[src/core/sfd_map.vh]
`ifndef SFD_MAP_VH
`define SFD_MAP_VH
`define SFD_OP_WR_EN     8'h06
`define SFD_OP_VOL_EN    8'h50
`define SFD_OP_WR_DIS    8'h04
`define SFD_OP_RD_ST1    8'h05
`define SFD_OP_RD_ST2    8'h35
`define SFD_OP_WR_ST     8'h01
`define SFD_OP_PROG      8'h02
`define SFD_OP_QPROG     8'h32
`define SFD_OP_ERA4K     8'h20
`define SFD_OP_ERA32K    8'h52
`define SFD_OP_ERA64K    8'hD8
`define SFD_OP_CHIP_A    8'hC7
`define SFD_OP_CHIP_B    8'h60
`define SFD_OP_SUSP      8'h75
`define SFD_OP_RESUME    8'h7A
`define SFD_OP_PDOWN     8'hB9
`define SFD_OP_CRM_RST   8'hFF
`define SFD_OP_RD        8'h03
`define SFD_OP_FRD       8'h0B
`define SFD_OP_FRD_DO    8'h3B
`define SFD_OP_FRD_QO    8'h6B
`define SFD_OP_FRD_DIO   8'hBB
`define SFD_OP_FRD_QIO   8'hEB
`define SFD_OP_WRD_QIO   8'hE7
`define SFD_OP_OWRD_QIO  8'hE3
`define SFD_OP_WRAP      8'h77
`define SFD_OP_ID_REL    8'hAB
`define SFD_OP_ID_MF     8'h90
`define SFD_OP_ID_MF2    8'h92
`define SFD_OP_ID_MF4    8'h94
`define SFD_OP_JID       8'h9F
`define SFD_REG_OPC      8'h00
`define SFD_REG_ADDR     8'h04
`define SFD_REG_STAT     8'h08
`define SFD_REG_CTRL     8'h0C
`define SFD_REG_FILL     8'h10
`define SFD_CTRL_DONE    0
`define SFD_BP_LO        2
`define SFD_BP_HI        4
`define SFD_TBOT         5
`define SFD_GRAN         6
`define SFD_INV          14
`define SFD_WSR_MASK     16'h7BFC
`define SFD_OTP_MASK     16'h3800
`define SFD_STAT_RST     16'h0000
`define SFD_FILL_RST     8'hFF
`define SFD_SYNC_RST     6'h30
`endif

[src/core/sfd_core_dummy_never.v]
`timescale 1ns/1ps

[src/core/sfd_core.v]
// Chosen here: the Wishbone slave port and the register addresses.
`timescale 1ns/1ps
`include "sfd_map.vh"
// Function
// - select going low starts a frame; first byte shifted in is the opcode.
// - inputs sampled on clock rise; all bytes travel msb first.
// - select rising ends a frame; address is three bytes, high first.
// - a read may stop after any bit without any error.
// - write, program, erase only act when a whole number of bytes arrived.
// - while busy, every opcode but a status read is ignored.
// - a status read repeats the selected byte until select rises.
// - single-byte write enable, volatile write enable and write disable.
// - low status read, high status read, two-byte status write low first.
// - sector, 32KB and 64KB erase at an address; chip erase by two opcodes.
// - page program on one line; quad program sends nibbles high first.
// - single-byte suspend, resume and power-down opcodes.
// - plain read has data after address; fast read adds one dummy byte.
// - dual/quad output reads use one dummy byte; dual io sends address on two.
// - quad io reads take address on four lines, with 4, 2, 0 dummy nibbles.
// - wrap setting takes six dummy nibbles, then the wrap length nibble.
// - inverted protection: range 000 protects all, 111 protects nothing.
// - erase or program touching any protected part is silently ignored.
// - four id opcodes return a device code; one returns maker and type.
// - the invert bit flips the protected region; reset value zero.
// - write latch clears after reset and when a write operation completes.
module sfd_core #(
	parameter [7:0]  MFR_ID   = 8'h5A,	// arbitrary value
	parameter [7:0]  DEV_ID   = 8'h3C,	// arbitrary value
	parameter [15:0] TYPE_CAP = 16'h1234	// arbitrary value
) (
	input  wire        clk_i,
	input  wire        rst_i,
	input  wire        cs_n_i,
	input  wire        sclk_i,
	input  wire [3:0]  quad_line_i,
	output wire [3:0]  quad_line_o,
	output wire [3:0]  quad_line_oe_n_o,
	input  wire        wb_cyc_i,
	input  wire        wb_stb_i,
	input  wire        wb_we_i,
	input  wire [7:0]  wb_adr_i,
	input  wire [3:0]  wb_sel_i,
	input  wire [31:0] wb_dat_i,
	output wire [31:0] wb_dat_o,
	output wire        wb_ack_o
);

localparam [9:0] S_OPC  = 10'h001;
localparam [9:0] S_ADR  = 10'h002;
localparam [9:0] S_MOD  = 10'h004;
localparam [9:0] S_DUM  = 10'h008;
localparam [9:0] S_WRP  = 10'h010;
localparam [9:0] S_DIN  = 10'h020;
localparam [9:0] S_WSR  = 10'h040;
localparam [9:0] S_OUT  = 10'h080;
localparam [9:0] S_TAIL = 10'h100;
localparam [9:0] S_IGN  = 10'h200;
// final-phase codes are bit positions of the one-hot states
localparam [3:0] F_WRP  = 4'd4;
localparam [3:0] F_DIN  = 4'd5;
localparam [3:0] F_WSR  = 4'd6;
localparam [3:0] F_OUT  = 4'd7;
localparam [3:0] F_TAIL = 4'd8;
localparam [3:0] F_IGN  = 4'd9;

function [23:0] shin;
	input [23:0] a;
	input [3:0]  l;
	input [1:0]  w;
	begin
		case (w)
		2'd0: shin = {a[22:0], l[0]};
		2'd1: shin = {a[21:0], l[1:0]};
		default: shin = {a[19:0], l};
		endcase
	end
endfunction

function [3:0] obits;
	input [7:0] b;
	input [1:0] w;
	begin
		case (w)
		2'd0: obits = {2'b00, b[7], 1'b0};
		2'd1: obits = {2'b00, b[7:6]};
		default: obits = b[7:4];
		endcase
	end
endfunction

function [7:0] shl;
	input [7:0] b;
	input [1:0] w;
	begin
		case (w)
		2'd0: shl = {b[6:0], 1'b0};
		2'd1: shl = {b[5:0], 2'b00};
		default: shl = {b[3:0], 4'h0};
		endcase
	end
endfunction

function [2:0] wbits;
	input [1:0] w;
	begin
		case (w)
		2'd0: wbits = 3'd1;
		2'd1: wbits = 3'd2;
		default: wbits = 3'd4;
		endcase
	end
endfunction

function [15:0] dsc;
	input integer a;
	input integer m;
	input integer aw;
	input integer dw;
	input integer dum;
	input [3:0]   fin;
	begin
		// table entries are plain numbers; only the low bits of each field are kept
		dsc = {a[0], m[0], aw[1:0], dw[1:0], dum[5:0], fin};
	end
endfunction

// descriptor: address, mode, address width, data width, dummy cycles, final phase
function [15:0] decode;
	input [7:0] op;
	begin
		case (op)
		`SFD_OP_WR_EN, `SFD_OP_VOL_EN, `SFD_OP_WR_DIS: decode = dsc(0, 0, 0, 0, 0, F_TAIL);
		`SFD_OP_SUSP, `SFD_OP_RESUME, `SFD_OP_PDOWN: decode = dsc(0, 0, 0, 0, 0, F_TAIL);
		`SFD_OP_CHIP_A, `SFD_OP_CHIP_B, `SFD_OP_CRM_RST: decode = dsc(0, 0, 0, 0, 0, F_TAIL);
		`SFD_OP_RD_ST1, `SFD_OP_RD_ST2: decode = dsc(0, 0, 0, 0, 0, F_OUT);
		`SFD_OP_WR_ST: decode = dsc(0, 0, 0, 0, 0, F_WSR);
		`SFD_OP_PROG: decode = dsc(1, 0, 0, 0, 0, F_DIN);
		`SFD_OP_QPROG: decode = dsc(1, 0, 0, 2, 0, F_DIN);
		`SFD_OP_ERA4K, `SFD_OP_ERA32K, `SFD_OP_ERA64K: decode = dsc(1, 0, 0, 0, 0, F_TAIL);
		`SFD_OP_RD: decode = dsc(1, 0, 0, 0, 0, F_OUT);
		`SFD_OP_FRD: decode = dsc(1, 0, 0, 0, 8, F_OUT);
		`SFD_OP_FRD_DO: decode = dsc(1, 0, 0, 1, 8, F_OUT);
		`SFD_OP_FRD_QO: decode = dsc(1, 0, 0, 2, 8, F_OUT);
		`SFD_OP_FRD_DIO, `SFD_OP_ID_MF2: decode = dsc(1, 1, 1, 1, 0, F_OUT);
		`SFD_OP_FRD_QIO, `SFD_OP_ID_MF4: decode = dsc(1, 1, 2, 2, 4, F_OUT);
		`SFD_OP_WRD_QIO: decode = dsc(1, 1, 2, 2, 2, F_OUT);
		`SFD_OP_OWRD_QIO: decode = dsc(1, 1, 2, 2, 0, F_OUT);
		`SFD_OP_WRAP: decode = dsc(0, 0, 2, 0, 6, F_WRP);
		`SFD_OP_ID_REL, `SFD_OP_ID_MF: decode = dsc(0, 0, 0, 0, 24, F_OUT);
		`SFD_OP_JID: decode = dsc(0, 0, 0, 0, 0, F_OUT);
		default: decode = dsc(0, 0, 0, 0, 0, F_IGN);
		endcase
	end
endfunction

// phase that follows the current one; skipped phases fall through
function [9:0] nxt;
	input [9:0] cur;
	input       a;
	input       m;
	input [5:0] d;
	input [9:0] f;
	begin
		if (cur == S_OPC && a)
			nxt = S_ADR;
		else if ((cur == S_OPC || cur == S_ADR) && m)
			nxt = S_MOD;
		else if (cur != S_DUM && d != 6'd0)
			nxt = S_DUM;
		else
			nxt = f;
	end
endfunction

function [5:0] plen;
	input [9:0] s;
	input [1:0] aw;
	input [1:0] dw;
	input [5:0] d;
	begin
		case (s)
		S_ADR: plen = 6'd24 >> aw;
		S_MOD: plen = 6'd8 >> aw;
		S_DUM: plen = d;
		S_DIN, S_WSR: plen = 6'd8 >> dw;
		S_WRP: plen = 6'd1;
		default: plen = 6'd8;
		endcase
	end
endfunction

function [1:0] wof;
	input [9:0] s;
	input [1:0] aw;
	input [1:0] dw;
	begin
		case (s)
		S_ADR, S_MOD, S_DUM, S_WRP: wof = aw;
		S_DIN, S_WSR, S_OUT: wof = dw;
		default: wof = 2'd0;
		endcase
	end
endfunction

// region in 4KB sectors: n sectors at top or bottom, flipped when inverted
function prot_hit;
	input [15:0] s;
	input [7:0]  lo;
	input [7:0]  hi;
	reg   [8:0]  n;
	reg          top;
	begin
		case (s[`SFD_BP_HI:`SFD_BP_LO])
		3'd0: n = 9'd0;
		3'd1, 3'd2, 3'd3: n = s[`SFD_GRAN] ? (9'd1 << (s[3:2] - 2'd1)) : (9'd16 << (s[3:2] - 2'd1));
		3'd4: n = s[`SFD_GRAN] ? 9'd8 : 9'd128;
		3'd5: n = s[`SFD_GRAN] ? 9'd8 : 9'd256;
		default: n = 9'd256;
		endcase
		top = ~s[`SFD_TBOT];
		if (s[`SFD_INV]) begin
			n = 9'd256 - n;
			top = ~top;
		end
		if (n == 9'd0)
			prot_hit = 1'b0;
		else if (top)
			prot_hit = ({1'b0, hi} >= (9'd256 - n));
		else
			prot_hit = ({1'b0, lo} < n);
	end
endfunction

reg  [5:0]  s1_reg;
reg  [5:0]  s2_reg;
reg         sck_d_reg;
reg         csn_d_reg;
reg  [9:0]  st_reg;
reg  [5:0]  cnt_reg;
reg  [1:0]  w_reg;
reg  [2:0]  bits_reg;
reg  [23:0] acc_reg;
reg  [7:0]  op_reg;
reg         a_reg;
reg         m_reg;
reg  [1:0]  aw_reg;
reg  [1:0]  dw_reg;
reg  [5:0]  dum_reg;
reg  [9:0]  fin_reg;
reg  [23:0] addr_reg;
reg  [7:0]  cont_reg;
reg  [2:0]  wrap_reg;
reg  [7:0]  pcnt_reg;
reg  [7:0]  plast_reg;
reg  [7:0]  wlo_reg;
reg  [7:0]  osh_reg;
reg  [2:0]  ocnt_reg;
reg  [1:0]  oidx_reg;
reg  [3:0]  lo_reg;
reg  [3:0]  oe_reg;
reg  [15:0] nv_reg;
reg         wl_reg;
reg         vol_reg;
reg         busy_reg;
reg         sus_reg;
reg         pd_reg;
reg  [7:0]  pend_reg;
reg  [23:0] paddr_reg;
reg  [7:0]  fill_reg;
reg         ack_reg;
reg  [31:0] dat_reg;
reg  [7:0]  ob;
reg  [31:0] rd;

wire        rise   = s2_reg[4] & ~sck_d_reg & ~s2_reg[5];
wire        fall   = ~s2_reg[4] & sck_d_reg & ~s2_reg[5];
wire        cs_up  = s2_reg[5] & ~csn_d_reg;
wire [23:0] acc_next = shin(acc_reg, s2_reg[3:0], w_reg);
wire [15:0] dcd    = decode(acc_next[7:0]);
wire        in_opc = (st_reg == S_OPC);
wire [1:0]  n_aw   = in_opc ? dcd[13:12] : aw_reg;
wire [1:0]  n_dw   = in_opc ? dcd[11:10] : dw_reg;
wire [5:0]  n_dum  = in_opc ? dcd[9:4] : dum_reg;
wire [9:0]  d_fin  = 10'h001 << dcd[3:0];
wire [9:0]  ns     = in_opc ? nxt(S_OPC, dcd[15], dcd[14], dcd[9:4], d_fin) :
                     nxt(st_reg, a_reg, m_reg, dum_reg, fin_reg);
wire [15:0] stat   = {sus_reg, nv_reg[14:2], wl_reg, busy_reg};
wire        opn_st = (acc_next[7:0] == `SFD_OP_RD_ST1) || (acc_next[7:0] == `SFD_OP_RD_ST2);
wire        drop   = (pd_reg & (acc_next[7:0] != `SFD_OP_ID_REL)) | (busy_reg & ~opn_st);
wire        chip   = (op_reg == `SFD_OP_CHIP_A) || (op_reg == `SFD_OP_CHIP_B);
wire        e64    = (op_reg == `SFD_OP_ERA64K);
wire        e32    = (op_reg == `SFD_OP_ERA32K);
wire        era    = chip | e64 | e32 | (op_reg == `SFD_OP_ERA4K);
wire [7:0]  slo    = chip ? 8'h00 : e64 ? {addr_reg[19:16], 4'h0} :
                     e32 ? {addr_reg[19:15], 3'h0} : addr_reg[19:12];
wire [7:0]  shi    = chip ? 8'hFF : e64 ? {addr_reg[19:16], 4'hF} :
                     e32 ? {addr_reg[19:15], 3'h7} : addr_reg[19:12];
wire        hit    = prot_hit(stat, slo, shi);
wire        align  = (bits_reg == 3'd0);
wire        go     = align & wl_reg & ~hit & ~busy_reg &
                     (((st_reg == S_TAIL) & era) | ((st_reg == S_DIN) & (pcnt_reg != 8'd0)));
wire        two    = (pcnt_reg >= 8'd2);
wire [15:0] wsr_in = {two ? plast_reg : nv_reg[15:8], two ? wlo_reg : plast_reg};
wire        wb_req = wb_cyc_i & wb_stb_i;

assign quad_line_o      = lo_reg;
assign quad_line_oe_n_o = oe_reg;
assign wb_dat_o         = dat_reg;
assign wb_ack_o         = ack_reg;

always @* begin
	case (op_reg)
	`SFD_OP_RD_ST1: ob = stat[7:0];
	`SFD_OP_RD_ST2: ob = stat[15:8];
	`SFD_OP_ID_REL: ob = DEV_ID;
	`SFD_OP_ID_MF, `SFD_OP_ID_MF2, `SFD_OP_ID_MF4: ob = oidx_reg[0] ? DEV_ID : MFR_ID;
	`SFD_OP_JID: ob = (oidx_reg == 2'd0) ? MFR_ID :
	                  (oidx_reg == 2'd1) ? TYPE_CAP[15:8] : TYPE_CAP[7:0];
	default: ob = fill_reg;
	endcase
end

always @* begin
	case (wb_adr_i)
	`SFD_REG_OPC: rd = {8'h00, cont_reg, 1'b0, wrap_reg, wl_reg, pd_reg, sus_reg, busy_reg,
	                    pend_reg};
	`SFD_REG_ADDR: rd = {8'h00, paddr_reg};
	`SFD_REG_STAT: rd = {16'h0000, stat};
	`SFD_REG_FILL: rd = {8'h00, pcnt_reg, plast_reg, fill_reg};
	default: rd = 32'h0000_0000;
	endcase
end

always @(posedge clk_i) begin
	if (rst_i) begin
		s1_reg    <= `SFD_SYNC_RST;
		s2_reg    <= `SFD_SYNC_RST;
		sck_d_reg <= 1'b1;
		csn_d_reg <= 1'b1;
		st_reg    <= S_OPC;
		cnt_reg   <= 6'd8;
		w_reg     <= 2'd0;
		bits_reg  <= 3'd0;
		acc_reg   <= 24'h000000;
		op_reg    <= 8'h00;
		a_reg     <= 1'b0;
		m_reg     <= 1'b0;
		aw_reg    <= 2'd0;
		dw_reg    <= 2'd0;
		dum_reg   <= 6'd0;
		fin_reg   <= S_IGN;
		addr_reg  <= 24'h000000;
		cont_reg  <= 8'h00;
		wrap_reg  <= 3'd0;
		pcnt_reg  <= 8'h00;
		plast_reg <= 8'h00;
		wlo_reg   <= 8'h00;
		osh_reg   <= 8'h00;
		ocnt_reg  <= 3'd0;
		oidx_reg  <= 2'd0;
		lo_reg    <= 4'h0;
		oe_reg    <= 4'hF;
		nv_reg    <= `SFD_STAT_RST;
		wl_reg    <= 1'b0;
		vol_reg   <= 1'b0;
		busy_reg  <= 1'b0;
		sus_reg   <= 1'b0;
		pd_reg    <= 1'b0;
		pend_reg  <= 8'h00;
		paddr_reg <= 24'h000000;
		fill_reg  <= `SFD_FILL_RST;
		ack_reg   <= 1'b0;
		dat_reg   <= 32'h0000_0000;
	end else begin
		// pins pass two flops; edge logic only looks at the second stage
		s1_reg    <= {cs_n_i, sclk_i, quad_line_i};
		s2_reg    <= s1_reg;
		sck_d_reg <= s2_reg[4];
		csn_d_reg <= s2_reg[5];
		ack_reg   <= wb_req & ~ack_reg;
		if (wb_req & ~ack_reg)
			dat_reg <= rd;
		// writes land on the edge where the master sees ack
		if (wb_req & ack_reg & wb_we_i) begin
			if (wb_adr_i == `SFD_REG_CTRL && wb_sel_i[0] && wb_dat_i[`SFD_CTRL_DONE]) begin
				busy_reg <= 1'b0;
				wl_reg   <= 1'b0;
			end
			if (wb_adr_i == `SFD_REG_FILL && wb_sel_i[0])
				fill_reg <= wb_dat_i[7:0];
		end
		// link code comes after the bus so a latch set wins over a clear
		if (s2_reg[5]) begin
			if (cs_up && align) begin
				if (st_reg == S_TAIL) begin
					case (op_reg)
					`SFD_OP_WR_EN: wl_reg <= 1'b1;
					`SFD_OP_VOL_EN: vol_reg <= 1'b1;
					`SFD_OP_SUSP: sus_reg <= 1'b1;
					`SFD_OP_RESUME: sus_reg <= 1'b0;
					`SFD_OP_PDOWN: pd_reg <= 1'b1;
					default: ;
					endcase
					if (op_reg == `SFD_OP_WR_DIS) begin
						wl_reg  <= 1'b0;
						vol_reg <= 1'b0;
					end
				end
				if (go) begin
					busy_reg  <= 1'b1;
					pend_reg  <= op_reg;
					paddr_reg <= addr_reg;
				end
				if (st_reg == S_WSR && pcnt_reg != 8'd0 && (wl_reg | vol_reg)) begin
					nv_reg  <= (wsr_in & `SFD_WSR_MASK) | (nv_reg & `SFD_OTP_MASK);
					wl_reg  <= 1'b0;
					vol_reg <= 1'b0;
				end
			end
			st_reg   <= S_OPC;
			cnt_reg  <= 6'd8;
			w_reg    <= 2'd0;
			bits_reg <= 3'd0;
			oe_reg   <= 4'hF;
		end else if (rise) begin
			acc_reg  <= acc_next;
			bits_reg <= bits_reg + wbits(w_reg);
			if (cnt_reg != 6'd1) begin
				cnt_reg <= cnt_reg - 6'd1;
			end else begin
				case (st_reg)
				S_OPC, S_ADR, S_MOD, S_DUM: begin
					if (in_opc) begin
						op_reg   <= acc_next[7:0];
						a_reg    <= dcd[15];
						m_reg    <= dcd[14];
						aw_reg   <= dcd[13:12];
						dw_reg   <= dcd[11:10];
						dum_reg  <= dcd[9:4];
						fin_reg  <= d_fin;
						pcnt_reg <= 8'h00;
						oidx_reg <= 2'd0;
						ocnt_reg <= 3'd0;
						if (acc_next[7:0] == `SFD_OP_ID_REL)
							pd_reg <= 1'b0;
					end
					if (st_reg == S_ADR)
						addr_reg <= acc_next;
					if (st_reg == S_MOD)
						cont_reg <= acc_next[7:0];
					if (in_opc && drop) begin
						st_reg <= S_IGN;
					end else begin
						st_reg  <= ns;
						cnt_reg <= plen(ns, n_aw, n_dw, n_dum);
						w_reg   <= wof(ns, n_aw, n_dw);
						oe_reg  <= (ns != S_OUT) ? 4'hF : (n_dw == 2'd0) ? 4'hD :
						           (n_dw == 2'd1) ? 4'hC : 4'h0;
					end
				end
				S_WRP: begin
					wrap_reg <= acc_next[2:0];
					st_reg   <= S_TAIL;
					w_reg    <= 2'd0;
				end
				S_DIN, S_WSR: begin
					pcnt_reg  <= pcnt_reg + 8'd1;
					plast_reg <= acc_next[7:0];
					if (pcnt_reg == 8'd0)
						wlo_reg <= acc_next[7:0];
					cnt_reg <= plen(st_reg, aw_reg, dw_reg, dum_reg);
				end
				default: ;
				endcase
			end
		end else if (fall && st_reg == S_OUT) begin
			// a new byte loads when the last one is spent, so reads repeat freely
			if (ocnt_reg == 3'd0) begin
				lo_reg   <= obits(ob, dw_reg);
				osh_reg  <= shl(ob, dw_reg);
				ocnt_reg <= 3'd7 >> dw_reg;
				if (op_reg == `SFD_OP_JID && oidx_reg == 2'd2)
					oidx_reg <= 2'd0;
				else
					oidx_reg <= oidx_reg + 2'd1;
			end else begin
				lo_reg   <= obits(osh_reg, dw_reg);
				osh_reg  <= shl(osh_reg, dw_reg);
				ocnt_reg <= ocnt_reg - 3'd1;
			end
		end
	end
end

endmodule // sfd_core

[config.mk]
export PLATFORM = sky130hd
export DESIGN_NAME = sfd_core
export DESIGN_NICKNAME = d
export VERILOG_FILES = /design/src/core/sfd_core_dummy_never.v /design/src/core/sfd_core.v
export VERILOG_INCLUDE_DIRS = /design/src /design/src/core
export SDC_FILE = /design/constraint.sdc
export NUM_CORES = 1
export LEC_CHECK = 0
export BUFFER_PORTS_ARGS = -buffer_cell sky130_fd_sc_hd__buf_2
export CAP_MARGIN = 20
export CORE_MARGIN = 2
export CORE_UTILIZATION = 61
export CTS_CLUSTER_SIZE = 40
export DETAILED_ROUTE_END_ITERATION = 7
export HOLD_SLACK_MARGIN = 0.02
export PLACE_DENSITY = 0.8
export RECOVER_POWER = 100
export SLEW_MARGIN = 20
export SYNTH_ARGS = -nofsm -noshare
export SYNTH_HDL_FRONTEND = slang
export SYNTH_SLANG_ARGS = --single-unit
[constraint.sdc]
create_clock -name clk_i -period 6 [get_ports clk_i]
set_input_delay 1.5 -clock clk_i [delete_from_list [all_inputs] [get_ports clk_i]]
set_output_delay 1.5 -clock clk_i [all_outputs]
set_load 0.005 [all_outputs]
# After elaboration in Yosys (flattened, before gate mapping)
# Cells that the tools add are included.
# Widths: inputs -> output; s select.
[word_totals] regBits=261 inputBits=55 output_inout_bits=41 elab_cells=359
[op_classes] addsub=8 magnitude_cmp=3 eq_ne=93 shifts=8 mux=97 n_bitwise=36 reduce_logical=76
[ops] operator="$pmux 16 s16" n=1
[ops] operator="$eq 8x8->1 const B" n=21
[ops] operator="$eq 8x7->1 const B" n=12
[ops] operator="$pmux 24 s4" n=1
[ops] operator="$mux 10" n=8
[ops] operator="$eq 8x3->1 const B" n=7
[ops] operator="$eq 8x6->1 const B" n=6
[ops] operator="$mux 8" n=6
[ops] operator="$pmux 24 s2" n=1
[ops] operator="$pmux 8 s2" n=3
[ops] operator="$pmux 8 s5" n=1
[ops] operator="$pmux 9 s4" n=1
[ops] operator="$mux 3" n=11
[ops] operator="$pmux 6 s5" n=1
[ops] operator="$reduce_and 5->1" n=6
[ops] operator="$mux 1" n=29
[ops] operator="$reduce_and 4->1" n=7
[ops] operator="$mux 9" n=3
[ops] operator="$eq 8x4->1 const B" n=3
[ops] operator="$mux 4" n=6
[ops] operator="$mux 6" n=4
[ops] operator="$mux 7" n=3
[ops] operator="$eq 10x2->1 const B" n=2
[ops] operator="$eq 10x3->1 const B" n=2
[ops] operator="67 further kinds" n=176

# Logic depth before layout (Yosys ltp)
[logic_depth] ltp_word=17 ltp_mapped=20

# Worst setup path after synthesis
# Ideal clock, no wire load.
[synth_timing] path_type="reg2reg" start="reg nv_reg[2]" end="reg paddr_reg[10]" setup_time_ns=0.072 arrival_time_ns=4.274 required_time_ns=5.928 path_slack_ns=1.654 path_stages_with_launch=20 path_buffers=2 synth_period_minus_slack_ns=4.346 path_cell_list="dfxtp_1 > clkbuf_1 > inv_1 > ha_1 > nor3_1 > nor2_1 > nand4_1 > ha_1 > inv_1 > nor3b_1 > nand2b_1 > xor2_1 > nor3_1 > xnor2_1 > ha_1 > a2111oi_0 > o21ai_0 > a41oi_2 > buf_2 > mux2i_1"
[synth_via] elab_chain_cells=15 elab_cells_between_ends=25 cone_classes="3 x add/sub; 2 x order compare; 5 x eq/ne; 2 x shift; 5 x mux; 4 x bitwise; 4 x reduce/logical"
[synth_lines] element="start, declared" line_no="sfd_core.v:261" rtl="reg [15:0] nv_reg;"
[synth_lines] element="start signal, assigned" line_no="sfd_core.v:363" rtl="nv_reg <= `SFD_STAT_RST;"
[synth_lines] element="start signal, assigned" line_no="sfd_core.v:415" rtl="nv_reg <= (wsr_in & `SFD_WSR_MASK) | (nv_reg & `SFD_OTP_MASK);"
[synth_lines] element="$sub 2x1->2" line_no="sfd_core.v:215" rtl="3'd1, 3'd2, 3'd3: n = s[`SFD_GRAN] ? (9'd1 << (s[3:2] - 2'd1)) : (9'd16 << (s[3:2] - 2'd1));"
[synth_lines] element="$shl 5x2->9 / $shl 1x2->9 (equally long branches)" line_no="sfd_core.v:215"
[synth_lines] element="$mux 9" line_no="sfd_core.v:215"
[synth_lines] element="$pmux 9 s4 *" line_no="sfd_core.v:213" rtl="case (s[`SFD_BP_HI:`SFD_BP_LO])"
[synth_lines] element="$sub 9x9->9" line_no="sfd_core.v:222" rtl="n = 9'd256 - n;"
[synth_lines] element="$mux 9 *" line_no="sfd_core.v:221" rtl="if (s[`SFD_INV]) begin"
[synth_lines] element="$sub 9x9->9" line_no="sfd_core.v:228" rtl="prot_hit = ({1'b0, hi} >= (9'd256 - n));"
[synth_lines] element="$ge 8x9->1" line_no="sfd_core.v:228"
[synth_lines] element="$mux 1" line_no="sfd_core.v:227" rtl="else if (top)"
[synth_lines] element="$mux 1 *" line_no="sfd_core.v:225" rtl="if (n == 9'd0)"
[synth_lines] element="$not 1->1 *" line_no="sfd_core.v:300" rtl="wire go = align & wl_reg & ~hit & ~busy_reg &"
[synth_lines] element="$and 1x1->1 * (3 in series)" line_no="sfd_core.v:300"
[synth_lines] element="$reduce_and 3->1 (no source line) *"
[synth_lines] element="end signal, assigned" line_no="sfd_core.v:412" rtl="paddr_reg <= addr_reg;"
[synth_lines] element="end, declared" line_no="sfd_core.v:268" rtl="reg [23:0] paddr_reg;"
# Mark *: on every way between the ends. The rest lies on a longest branch, timed or not.
# A chain may end at the register's enable or synchronous reset.

# Final worst setup path
[layout_timing] start="reg nv_reg[2]" end="reg paddr_reg[15]"
# Same word-level chain as after synthesis.

==> results.yml <==
place:
  dp_hpwl_um: 25900
  place_ws_ps: 658
  gp_congestion: 0.971
  placed_area_um2: 14100
  numPortBuffers: 60
  dp_cells: 1960
final_layout:
  final_nets: 1797
  synthToLayoutAreaGrowth_pct: 8.13
  drive_above_1_share: 0.100
  fin_util: 0.678
  fillers: 1758
  diodes: 0
  final_cell_mix: "244 x dfxtp_1, 242 x nor2_1, 156 x a21oi_1"
  layout_commonest_cell: "dfxtp_1"
  instances_no_fill: 2006
  stdcell_area_um2: 14900
clocking:
  cts_tree: "yes"
  cts_resized: 0
  cts.sinks: 245
  clockBufferDepth: 3
  cts_setup_buffers: 0
  clk_root_buffer_cell: "clkbuf_16"
  cts_hold_buf: 0
  clk_pin_slew_ps: 60
  clk_latency_ps: 540
  cts_max_level: 1
  cts_made_buffers: 27
synth:
  synth_ff_type: "dfxtp_1"
  async_flop_share: 0
  syn-cell-area_um2: 13800
  yosysWarnings: 0
  ys_seq_area_frac: 0.356
  syn_area_per_cell_um2: 7.97
  synthCells: 1727
  synth_cell_types: 88
  synth_edf_count: 0
  ys_ff_latch: 245
sta:
  min_period_ps: 5530
  finalHoldViolCount: 0
  period_share: 0.922
  fin_skew_ps: 8.53
  fmax_ghz: 0.181
  slew_headroom: -0.945
  layout_setup_ws_ps: 467
  hold_ws_ps: 412
  fin_tns_setup_ps: 0
  worstMarginPinSlew_ps: 2920
  rsz0062_at_grt: "false"
  final-setup-viol-count: 0
  slew_viol_final: 100
outcome:
  violations: "capacitance limit, slew limit"
  status: "finished with violations"
floorplanning:
  die_h_um: 154
  start_util: 0.627
  design.die.area_um2: 23800
  io_pins: 96
  row_count: 54
  core_um2: 22000
  dieWidth_um: 154
detailed_routing:
  vias: 12700
  dr.pass1.iters: 5
  wl_um: 37100
  drc: 0
  wl_per_cell_um: 18.5
  viasPerCell: 6.35
  drtIter0Drc: 1459
  ant_nets: 0
global_routing:
  met3_usage: 0.0364
  grt_use_total: 0.302
  grt_max_degree: 91
  use_met2: 0.486
  grt_pass1_vias: 11600
  use_met1: 0.414
  top_usage_layer: "met2"
  antenna_found_initial: 0
  grt_overflow: 0
  grt_pass1_wl_um: 59600
setup_path:
  cp_cell_sequence: "inv_1 -> ha_1 -> nor3_1 -> nor2_1 -> nand4_1 -> ha_1 -> inv_1 -> nor3b_1 -> nand2b_1 -> xor2_1 -> nor3_1 -> xnor2_1 -> ha_1 -> a2111oi_0 -> o21ai_0 -> a41oi_4 -> buf_12 -> mux2i_1"
  crit_path_start_kind: "flop"
  crit_top_cell: "ha_1"
  path_class: "reg2reg"
  reg2reg_slack_ps: 470
  cp.required_ps: 6460
  critical_path.max_fanout: 21
  end_kind: "flop"
  critical-path-max-stage-delay_ps: 620
  slowest_stage: "a41oi_4"
  cp.arrival_ps: 5990
power_and_ir_drop:
  power_per_cell_area_nw_per_um2: 223
  power.total_mw: 3.32
  irDropWorstVdd_v: 0.000189
  p_leak_nw: 5.20
hold_path:
  hold_class: "reg2reg"
job:
  drv_cap: 2
-- synthesized netlist by cell type, types with 12 or more instances --
cell type / count / share of area
a31oi_1: 15 / 0.0068
buf_2: 15 / 0.0055
nand2b_1: 79 / 0.036
nor3_1: 53 / 0.019
or2_2: 13 / 0.0059
o21ai_0: 51 / 0.019
a22oi_1: 12 / 0.0065
nand4_1: 24 / 0.011
a211oi_1: 27 / 0.015
nor2b_1: 33 / 0.015
nand2_1: 147 / 0.040
mux2_2: 31 / 0.025
ha_1: 32 / 0.029
a21oi_1: 156 / 0.057
nand3_1: 38 / 0.014
clkbuf_1: 97 / 0.026
nor2_1: 242 / 0.066
mux2i_1: 89 / 0.065
a222oi_1: 16 / 0.012
nor4_1: 30 / 0.014
dfxtp_1: 245 / 0.36
and2_1: 19 / 0.0086
inv_1: 30 / 0.0082
-- cell families after synthesis --
group | count (synthesis) | synth area share
muxes | 123 | 0.0942
other | 1 | 0.000272
AOI/OAI and AO/OA | 385 | 0.182
adders and majority gates | 33 | 0.0305
xor gates and xnor gates | 21 | 0.0139
and+or+nand+nor | 753 | 0.272
DFF | 245 | 0.356
buffers and inverters | 166 | 0.0507
-- critical path: cells and delay by family, from the launching register on --
kind	cells	cell delay [ps]
XOR/XNOR	2	520
buffers and inverters	3	500
AND/OR/NAND/NOR	6	1530
AO/OA/AOI/OAI	3	1400
flip-flops	1	550
multiplexers	1	220
adder cells (fa/ha/maj)	3	720
-- final cells by class --
cell class	count	area, µm²	area share
timing repair buffer	81	444	0.0298
multi-input combinational	1323	8220	0.552
inverter	31	116	0.00782
tap	280	350	0.0235
sequential	245	4910	0.330
clock inverter	8	73.8	0.00496
clock buffer	38	777	0.0522
-- power breakdown --
group	leakage, nW	switching, mW	internal [mW]
combinational	2.80	0.0552	0.0322
clock	0.416	0.656	0.937
sequential	1.98	0.00566	1.64
-- final timing paths --
kind             start             to  cells after the start
max          nv_reg[2]  paddr_reg[15]                     18
min          s1_reg[4]      s2_reg[4]                      1
min reg2reg  s1_reg[4]      s2_reg[4]                      1
max reg2reg  nv_reg[2]  paddr_reg[15]                     18
-- layer usage --
metal	vias to the layer above	part of all wire
met5	-	0
met4	0	0.040
met3	95	0.074
met2	551	0.45
met1	5970	0.43
li1	6122	-
Power figures use the tool's default switching activity.
